### src/rtl/mii_xbar_pkg.sv
package mii_xbar_pkg;

  // ****************************************************
  // Register map and field layout
  // ****************************************************
  localparam logic [7:0]  BYPASS_A_OFS  = 8'h17;
  localparam logic [7:0]  BYPASS_B_OFS  = 8'h37;
  localparam logic [7:0]  STATUS_OFS    = 8'h40;
  localparam int          RX_MAP_LO     = 11;
  localparam int          TX_MAP_LO     = 9;
  localparam int          SCMII_RX_BIT  = 7;
  localparam int          SCMII_TX_BIT  = 6;
  localparam int          RMII_EN_BIT   = 5;
  localparam logic [15:0] BYPASS_RESET  = 16'h0000;
  localparam logic [15:0] READ_IDLE     = 16'h0000;

  // ****************************************************
  // Mapping field codes
  // ****************************************************
  localparam logic [1:0]  MAP_NORMAL    = 2'h0;
  localparam logic [1:0]  MAP_OPPOSITE  = 2'h1;
  localparam logic [1:0]  MAP_BOTH      = 2'h2;
  localparam logic [1:0]  MAP_OPP_RX    = 2'h2;
  localparam logic [1:0]  MAP_OFF       = 2'h3;

  // ****************************************************
  // Strap capture timing and widths
  // ****************************************************
  localparam logic [2:0]  STRAP_SETTLE_CYCLES = 3'h4;
  localparam int          STRAP_W             = 10;

  // ****************************************************
  // Types
  // ****************************************************
  typedef struct packed {
    logic       vld;
    logic       err;
    logic [3:0] dat;
  } mii_sym_t;

  localparam mii_sym_t SYM_IDLE = '0;

  typedef struct packed {
    logic [1:0] rx_map;
    logic [1:0] tx_map;
    logic       scmii_rx;
    logic       scmii_tx;
    logic       rmii_en;
  } bypass_t;

  typedef struct packed {
    logic autoneg_en;
    logic speed_100;
    logic full_duplex;
    logic fiber_mode;
  } chan_cfg_t;

  typedef struct packed {
    logic       extender;
    logic       rmii;
    logic [1:0] fiber;
    logic [1:0] autoneg_enable_strap;
    logic [1:0] an_sel0;
    logic [1:0] an_sel1;
  } strap_t;

  typedef struct packed {
    logic [7:0]  addr;
    logic [15:0] wdata;
    logic        wr;
    logic        rd;
  } reg_req_t;

  typedef enum logic [2:0] {
    SRC_OWN = 3'b001,
    SRC_OPP = 3'b010,
    SRC_OFF = 3'b100
  } rx_src_t;

  typedef enum logic [2:0] {
    ST_SETTLE = 3'b001,
    ST_APPLY  = 3'b010,
    ST_RUN    = 3'b100
  } strap_state_t;

endpackage

### src/rtl/strap_sync.sv
`timescale 1ns/100ps
module strap_sync
  import mii_xbar_pkg::*;
#(
  parameter int W = STRAP_W
) (
  input  wire logic         clk,
  input  wire logic         rst_b,
  input  wire logic [W-1:0] din,
  output logic      [W-1:0] dout
);

  // ****************************************************
  // Three stages per pin, change taken when the last two stages agree
  // ****************************************************
  genvar i;
  generate
    for (i = 0; i < W; i++) begin : g_bit
      logic s1_reg;
      logic s2_reg;
      logic s3_reg;
      logic q_reg;
      assign dout[i] = q_reg;
      always_ff @(posedge clk or negedge rst_b) begin
        if (!rst_b) begin
          s1_reg <= 1'b0;
          s2_reg <= 1'b0;
          s3_reg <= 1'b0;
          q_reg  <= 1'b0;
        end else begin
          s1_reg <= din[i];
          s2_reg <= s1_reg;
          s3_reg <= s2_reg;
          if (s2_reg == s3_reg) begin
            q_reg <= s3_reg;
          end
        end
      end
    end
  endgenerate

endmodule

### src/rtl/flexible_mii_port_crossbar.sv
// Chosen here: the register offsets and strobed register access.
`timescale 1ns/100ps
module flexible_mii_port_crossbar
  import mii_xbar_pkg::*;
(
  input  wire logic      clk,
  input  wire logic      rst_b,
  input  wire reg_req_t  reg_req,
  output logic [15:0]    reg_rdata,
  input  wire strap_t    strap_pins,
  input  wire mii_sym_t  mac_tx_a,
  input  wire mii_sym_t  mac_tx_b,
  input  wire mii_sym_t  chan_rx_a,
  input  wire mii_sym_t  chan_rx_b,
  output mii_sym_t       mac_rx_a,
  output mii_sym_t       mac_rx_b,
  output mii_sym_t       chan_tx_a,
  output mii_sym_t       chan_tx_b,
  output bypass_t        reduced_iface_bypass_reg_a,
  output bypass_t        reduced_iface_bypass_reg_b,
  output chan_cfg_t      chan_cfg_a,
  output chan_cfg_t      chan_cfg_b
);

  // ****************************************************
  // Declarations
  // ****************************************************
  strap_t       strap_sync_q;
  strap_state_t strap_state_reg;
  logic [2:0]   settle_cnt_reg;
  logic         wr_a;
  logic         wr_b;
  rx_src_t      rx_src_a;
  rx_src_t      rx_src_b;
  mii_sym_t     mac_rx_a_next;
  mii_sym_t     mac_rx_b_next;
  mii_sym_t     chan_tx_a_next;
  mii_sym_t     chan_tx_b_next;
  logic [15:0]  rdata_next;

  // ****************************************************
  // Helpers
  // ****************************************************
  function automatic logic [15:0] pack_bypass(input bypass_t b);
    logic [15:0] w;
    w = 16'h0000;
    w[RX_MAP_LO+1:RX_MAP_LO] = b.rx_map;
    w[TX_MAP_LO+1:TX_MAP_LO] = b.tx_map;
    w[SCMII_RX_BIT] = b.scmii_rx;
    w[SCMII_TX_BIT] = b.scmii_tx;
    w[RMII_EN_BIT] = b.rmii_en;
    return w;
  endfunction
  function automatic bypass_t unpack_bypass(input logic [15:0] w);
    bypass_t b;
    b.rx_map   = w[RX_MAP_LO+1:RX_MAP_LO];
    b.tx_map   = w[TX_MAP_LO+1:TX_MAP_LO];
    b.scmii_rx = w[SCMII_RX_BIT];
    b.scmii_tx = w[SCMII_TX_BIT];
    b.rmii_en  = w[RMII_EN_BIT];
    return b;
  endfunction
  // Which channel feeds a MAC receive port, seen from its master
  function automatic rx_src_t resolve_rx(input logic [1:0] own,
                                         input logic [1:0] opp);
    rx_src_t s;
    s = SRC_OFF;
    if (((opp == MAP_OPPOSITE) || (opp == MAP_BOTH)) &&
        ((own == MAP_OPPOSITE) || (own == MAP_OFF))) begin
      s = SRC_OPP;
    end else if ((own == MAP_BOTH) && (opp == MAP_OPPOSITE)) begin
      s = SRC_OPP;
    end else if ((own == MAP_NORMAL) || (own == MAP_BOTH) ||
                 ((own == MAP_OPPOSITE) && (opp == MAP_NORMAL))) begin
      s = SRC_OWN;
    end
    return s;
  endfunction
  function automatic chan_cfg_t decode_straps(input logic fiber,
                                              input logic autoneg_enable_strap,
                                              input logic sel0,
                                              input logic sel1);
    chan_cfg_t c;
    c.fiber_mode  = fiber;
    c.autoneg_en  = autoneg_enable_strap & ~fiber;
    c.speed_100   = fiber | autoneg_enable_strap | sel0;
    c.full_duplex = fiber | autoneg_enable_strap | sel1;
    return c;
  endfunction

  // ****************************************************
  // Strap capture after reset release
  // ****************************************************
  strap_sync #(
    .W (STRAP_W)
  ) u_strap_sync (
    .clk   (clk),
    .rst_b (rst_b),
    .din   (strap_pins),
    .dout  (strap_sync_q)
  );

  always_ff @(posedge clk or negedge rst_b) begin
    if (!rst_b) begin
      strap_state_reg <= ST_SETTLE;
      settle_cnt_reg  <= 3'h0;
    end else begin
      case (strap_state_reg)
        ST_SETTLE: begin
          settle_cnt_reg <= settle_cnt_reg + 3'h1;
          if (settle_cnt_reg == STRAP_SETTLE_CYCLES) begin
            strap_state_reg <= ST_APPLY;
          end
        end
        ST_APPLY, ST_RUN: strap_state_reg <= ST_RUN;
        default:          strap_state_reg <= ST_SETTLE;
      endcase
    end
  end

  always_ff @(posedge clk or negedge rst_b) begin
    if (!rst_b) begin
      chan_cfg_a <= '0;
      chan_cfg_b <= '0;
    end else if (strap_state_reg == ST_APPLY) begin
      chan_cfg_a <= decode_straps(strap_sync_q.fiber[0],
                                  strap_sync_q.autoneg_enable_strap[0],
                                  strap_sync_q.an_sel0[0],
                                  strap_sync_q.an_sel1[0]);
      chan_cfg_b <= decode_straps(strap_sync_q.fiber[1],
                                  strap_sync_q.autoneg_enable_strap[1],
                                  strap_sync_q.an_sel0[1],
                                  strap_sync_q.an_sel1[1]);
    end
  end

  // ****************************************************
  // Bypass control registers
  // ****************************************************
  assign wr_a = reg_req.wr && (reg_req.addr == BYPASS_A_OFS);
  assign wr_b = reg_req.wr && (reg_req.addr == BYPASS_B_OFS);

  always_ff @(posedge clk or negedge rst_b) begin
    if (!rst_b) begin
      reduced_iface_bypass_reg_a <= unpack_bypass(BYPASS_RESET);
      reduced_iface_bypass_reg_b <= unpack_bypass(BYPASS_RESET);
    end else if (strap_state_reg == ST_APPLY) begin
      reduced_iface_bypass_reg_a.rmii_en <= strap_sync_q.rmii;
      reduced_iface_bypass_reg_b.rmii_en <= strap_sync_q.rmii;
      if (strap_sync_q.extender) begin
        reduced_iface_bypass_reg_a.rx_map <= MAP_OFF;
        reduced_iface_bypass_reg_a.tx_map <= MAP_OPP_RX;
        reduced_iface_bypass_reg_b.rx_map <= MAP_OFF;
        reduced_iface_bypass_reg_b.tx_map <= MAP_OPP_RX;
        reduced_iface_bypass_reg_a.scmii_rx <= ~strap_sync_q.rmii;
        reduced_iface_bypass_reg_a.scmii_tx <= ~strap_sync_q.rmii;
        reduced_iface_bypass_reg_b.scmii_rx <= ~strap_sync_q.rmii;
        reduced_iface_bypass_reg_b.scmii_tx <= ~strap_sync_q.rmii;
      end
    end else begin
      if (wr_a) begin
        reduced_iface_bypass_reg_a <= unpack_bypass(reg_req.wdata);
      end
      if (wr_b) begin
        reduced_iface_bypass_reg_b <= unpack_bypass(reg_req.wdata);
      end
    end
  end

  // ****************************************************
  // Register read port
  // ****************************************************
  always_comb begin
    rdata_next = READ_IDLE;
    if (reg_req.rd && (reg_req.addr == BYPASS_A_OFS)) begin
      rdata_next = pack_bypass(reduced_iface_bypass_reg_a);
    end else if (reg_req.rd && (reg_req.addr == BYPASS_B_OFS)) begin
      rdata_next = pack_bypass(reduced_iface_bypass_reg_b);
    end else if (reg_req.rd && (reg_req.addr == STATUS_OFS)) begin
      rdata_next = {7'h00, strap_sync_q.extender, (strap_state_reg == ST_RUN),
                    1'b0, rx_src_b, rx_src_a};
    end
  end

  always_ff @(posedge clk or negedge rst_b) begin
    if (!rst_b) begin
      reg_rdata <= READ_IDLE;
    end else begin
      reg_rdata <= rdata_next;
    end
  end

  // ****************************************************
  // Receive routing
  // ****************************************************
  // source resolution
  assign rx_src_a = resolve_rx(reduced_iface_bypass_reg_a.rx_map,
                               reduced_iface_bypass_reg_b.rx_map);
  assign rx_src_b = resolve_rx(reduced_iface_bypass_reg_b.rx_map,
                               reduced_iface_bypass_reg_a.rx_map);

  always_comb begin
    case (rx_src_a)
      SRC_OWN: mac_rx_a_next = chan_rx_a;
      SRC_OPP: mac_rx_a_next = chan_rx_b;
      default: mac_rx_a_next = SYM_IDLE;
    endcase
    case (rx_src_b)
      SRC_OWN: mac_rx_b_next = chan_rx_b;
      SRC_OPP: mac_rx_b_next = chan_rx_a;
      default: mac_rx_b_next = SYM_IDLE;
    endcase
  end

  // ****************************************************
  // Transmit routing
  // ****************************************************
  // transmit source select
  always_comb begin
    case (reduced_iface_bypass_reg_a.tx_map)
      MAP_NORMAL:   chan_tx_a_next = mac_tx_a;
      MAP_OPPOSITE: chan_tx_a_next = mac_tx_b;
      MAP_OPP_RX:   chan_tx_a_next = chan_rx_b;
      default:      chan_tx_a_next = SYM_IDLE;
    endcase
    case (reduced_iface_bypass_reg_b.tx_map)
      MAP_NORMAL:   chan_tx_b_next = mac_tx_b;
      MAP_OPPOSITE: chan_tx_b_next = mac_tx_a;
      MAP_OPP_RX:   chan_tx_b_next = chan_rx_a;
      default:      chan_tx_b_next = SYM_IDLE;
    endcase
  end

  always_ff @(posedge clk or negedge rst_b) begin
    if (!rst_b) begin
      mac_rx_a  <= SYM_IDLE;
      mac_rx_b  <= SYM_IDLE;
      chan_tx_a <= SYM_IDLE;
      chan_tx_b <= SYM_IDLE;
    end else begin
      mac_rx_a  <= mac_rx_a_next;
      mac_rx_b  <= mac_rx_b_next;
      chan_tx_a <= chan_tx_a_next;
      chan_tx_b <= chan_tx_b_next;
    end
  end

  logic [3:0] map_a;
  logic [3:0] map_b;
  assign map_a = {reduced_iface_bypass_reg_a.rx_map,
                  reduced_iface_bypass_reg_a.tx_map};
  assign map_b = {reduced_iface_bypass_reg_b.rx_map,
                  reduced_iface_bypass_reg_b.tx_map};
endmodule

### config.mk
export PLATFORM = sky130hd
export DESIGN_NAME = flexible_mii_port_crossbar
export DESIGN_NICKNAME = d
export VERILOG_FILES = /design/src/rtl/mii_xbar_pkg.sv /design/src/rtl/strap_sync.sv /design/src/rtl/flexible_mii_port_crossbar.sv
export SDC_FILE = /design/constraint.sdc
export NUM_CORES = 1
export LEC_CHECK = 0
export BUFFER_PORTS_ARGS = -buffer_cell sky130_fd_sc_hd__buf_4
export CORE_ASPECT_RATIO = 0.8
export CORE_UTILIZATION = 45
export CTS_CLUSTER_DIAMETER = 100
export DETAILED_ROUTE_END_ITERATION = 10
export MAX_ROUTING_LAYER = met4
export PLACE_DENSITY = 0.7
export SYNTH_ARGS = -nofsm -noshare
export SYNTH_HDL_FRONTEND = slang
export SYNTH_SLANG_ARGS = --single-unit
export TNS_END_PERCENT = 5
### constraint.sdc
create_clock -name clk -period 1.9 [get_ports clk]
set_input_delay 0.095 -clock clk [delete_from_list [all_inputs] [get_ports clk]]
set_output_delay 0.095 -clock clk [all_outputs]
set_load 0.03 [all_outputs]
==> results.ini <==
[status]
outcome = complete, no violations

[cts]
root_buffer = clkbuf_8
clk_pin_slew_ns = 0.11
clock-sinks = 105
cts_tree = done
cts_inserted_buffers = 9
h-tree-depth = 3
cts_buffer_depth = 2
cts_setup_buffers = 0
clk_latency_ns = 0.37

[sta]
fin_crit_sh_pct = 90.80
rsz0062_at_grt = false
finalSetupViolCount = 0
tightest_slew_ns = 0.5391
min_period_ns = 1.725
layout_setup_ws_ns = 0.1748
setup_tns_ns = 0
skew_ns = 0.01594
relSlewSlack_pct = 64.06
slew_viol_final = 0
fmax_mhz = 579.7
hold_viol_final = 0

[worst_setup_path]
slowest_stage = dfrtp_1
critPathKind = register to register
cp-start-kind = register
required_ns = 2.21
rr_worst_depth = 6
crit_end = mac_rx_b[0]$_DFF_PN0_
crit_path_start = reduced_iface_bypass_reg_a[5]$_DFFE_PN0P_
rrSetupSlack_ns = 0.17
worstPathMaxFanout = 6
cp_data_arrival_time_ns = 2.03
cp-end-kind = register
r2r-start = reduced_iface_bypass_reg_a[5]$_DFFE_PN0P_
timing.rr.end = mac_rx_b[0]$_DFF_PN0_
cpPeakStageDelay_ns = 0.48
crit_chain = inv_1 > ha_1 > o21ai_0 > nand2_1 > nor2_1 > a22o_1

[floorplan]
row_count = 30
coreArea_um2 = 8521
dieArea_um2 = 9222
die_w_um = 107.1
start_util_pct = 46.68
io_pins = 124
fp.dieH_um = 86.09

[yosys]
synthCells = 317
postSynthAreaPerCell_um2 = 12.55
yosysUniqueCellTypes = 37
synth_commonest_cells = dfrtp_1, nand2_1, o21ai_0
synthXorXnorAreaFrac_pct = 0.6606
ys_warn_count = 0
synth_area_leaders = dfrtp_1, nand2_1, mux2i_1
synth_compound_area_share_pct = 9.059
synth_top_family_by_area = simple AND/OR/NAND/NOR gates
synth_top_area_share_pct = 65.43
muxShareOfSynthArea_pct = 3.523
seq_area_frac_synth_pct = 66.09
async_flop_share_pct = 100.0
synthAdderAreaFrac_pct = 5.662
ys.flop_type = dfrtp_1
synth_simple_gate_area_share_pct = 12.74
synthesis.area_um2 = 3978
synth_most_common_cell = dfrtp_1
synth_top_cell_by_area = dfrtp_1
synth-edff-count = 0
ys_ff_latch = 105

[drt]
avgRoutedWirePerCell_um = 14.71
ant_nets = 0
firstDrtPassIters = 4
viasPerCell = 4.903
drcViolationCount = 0
num_vias = 2917
drt-total-wl_um = 8755
first_iter_violations = 77

[layout]
num_antenna_cells = 0
fillCellCount = 635
final_layout_size_suffix_gt1_share_pct = 29.61
final_nets = 550
top_register = reg_rdata
largest_register_ffs = 13
area_growth_pct = 39.76

[global_route]
grt-ovfl-total = 0
grt_pass1_vias = 2890
grt_pass1_wl_um = 14070
grt_antenna_before_repair = 0
grt_max_degree = 44
grt_usage_pct = 20.73

[hold_path]
hold_path_class = primary input to register

[power]
vdd_drop_max_mv = 0.5014
leakage_nw = 2.711
power_density_nw_per_um2 = 834.0

[placement]
gp_congestion = 0.7623
io_buffers = 111
post-dp-hpwl_um = 6313
dp_slack_ns = 0.2027

[flow_run]
cap_violations = 0

-- cell type report --
type | instances | area [um^2] | share of cell area [%]
sequential | 105 | 2629 | 47.29
timing repair buffer | 157 | 1279 | 23.00
multi-input combinational | 198 | 1270 | 22.84
tap | 112 | 140.1 | 2.521
clock buffer | 9 | 123.9 | 2.228
clock inverter | 7 | 91.34 | 1.643
inverter | 7 | 26.28 | 0.4727
-- power breakdown --
part | total (mW) | internal (mW) | switching, mW
clock | 1.39 | 0.541 | 0.853
combinational | 0.767 | 0.339 | 0.428
sequential | 2.48 | 2.38 | 0.0986
-- logic make-up after synthesis --
logic type / count (synthesis)
xor gates and xnor gates: 3
AOI/OAI and AO/OA: 55
buffers and inverters: 16
and+or+nand+nor: 103
other: 1
DFF: 105
muxes: 14
adders and majority gates: 20
-- how the worst min path moves through the flow --
stage                 from                        end  slack (ns)  cells past startpoint
2_1_floorplan        rst_b  chan_cfg_a[0]$_DFFE_PN0P_       -0.20                      0
3_3_place_gp         rst_b     chan_tx_b[1]$_DFF_PN0_        0.11                      1
3_5_place_dp         rst_b      mac_rx_a[5]$_DFF_PN0_        0.11                      1
4_1_cts        mac_tx_a[0]     chan_tx_a[0]$_DFF_PN0_        0.01                      3
5_1_grt        mac_tx_a[4]     chan_tx_a[4]$_DFF_PN0_        0.03                      3
6_report       mac_tx_a[4]     chan_tx_b[4]$_DFF_PN0_        0.02                      3
-- metal layers --
| metal | track usage [%] | wire (um) |
|---|---|---|
| met5 | - | 0 |
| met4 | 6.351 | 143 |
| met3 | 5.243 | 412 |
| met2 | 31.96 | 4199 |
| met1 | 27.20 | 4000 |
-- repair_timing --
action / 4_1_cts / 5_1_grt
resized for setup: 0 / 0
hold endpoints to repair: 84 / 0
hold buffers: 35 / 0
-- cells in the final DEF (no fill, tap or decap), drive strengths merged --
master       instances
mux2i               14
nor2                21
nand4                3
and4b                1
o21a                 1
nor4                 1
and3                 1
nor4b                3
a31oi                2
nand3b               3
maj3                10
a211o                1
a221o                6
a21oi                4
ha                  10
nor3                 7
nand3                2
dlygate4sd3         35
dfstp                1
nand2               51
conb                 3
a211oi               1
a22o                11
a21o                 1
clkbuf               9
nor2b                3
xnor2                3
nor3b                4
dfrtp              104
or3b                 1
buf                122
and4                 2
o21ai               28
clkinv               3
inv                 11
-- per-stage QoR --
stage / cells / instance area [um^2] / util (%) / total power [mW] / hold WS [ns]
after floorplan: 319 / 3985 / - / 2.862 / -0.2006
after global placement: 544 / 4994 / 58.61 / 3.211 / 0.1096
after detailed placement: 544 / 4994 / 58.61 / 3.226 / 0.1137
after CTS: 595 / 5559 / 65.24 / 4.677 / 0.01341
after global routing: 595 / 5559 / 65.24 / 4.852 / 0.03316
final: 595 / 5559 / 65.24 / 4.636 / 0.02346
-- critical path: cells and delay by family, from the launching register on --
kind	cells	cell delay, ns
buffers and inverters	1	0.10
flip-flops	1	0.48
AO/OA/AOI/OAI	2	0.32
adder cells (fa/ha/maj)	1	0.34
AND/OR/NAND/NOR	2	0.43
(Power assumes the default switching activity.)
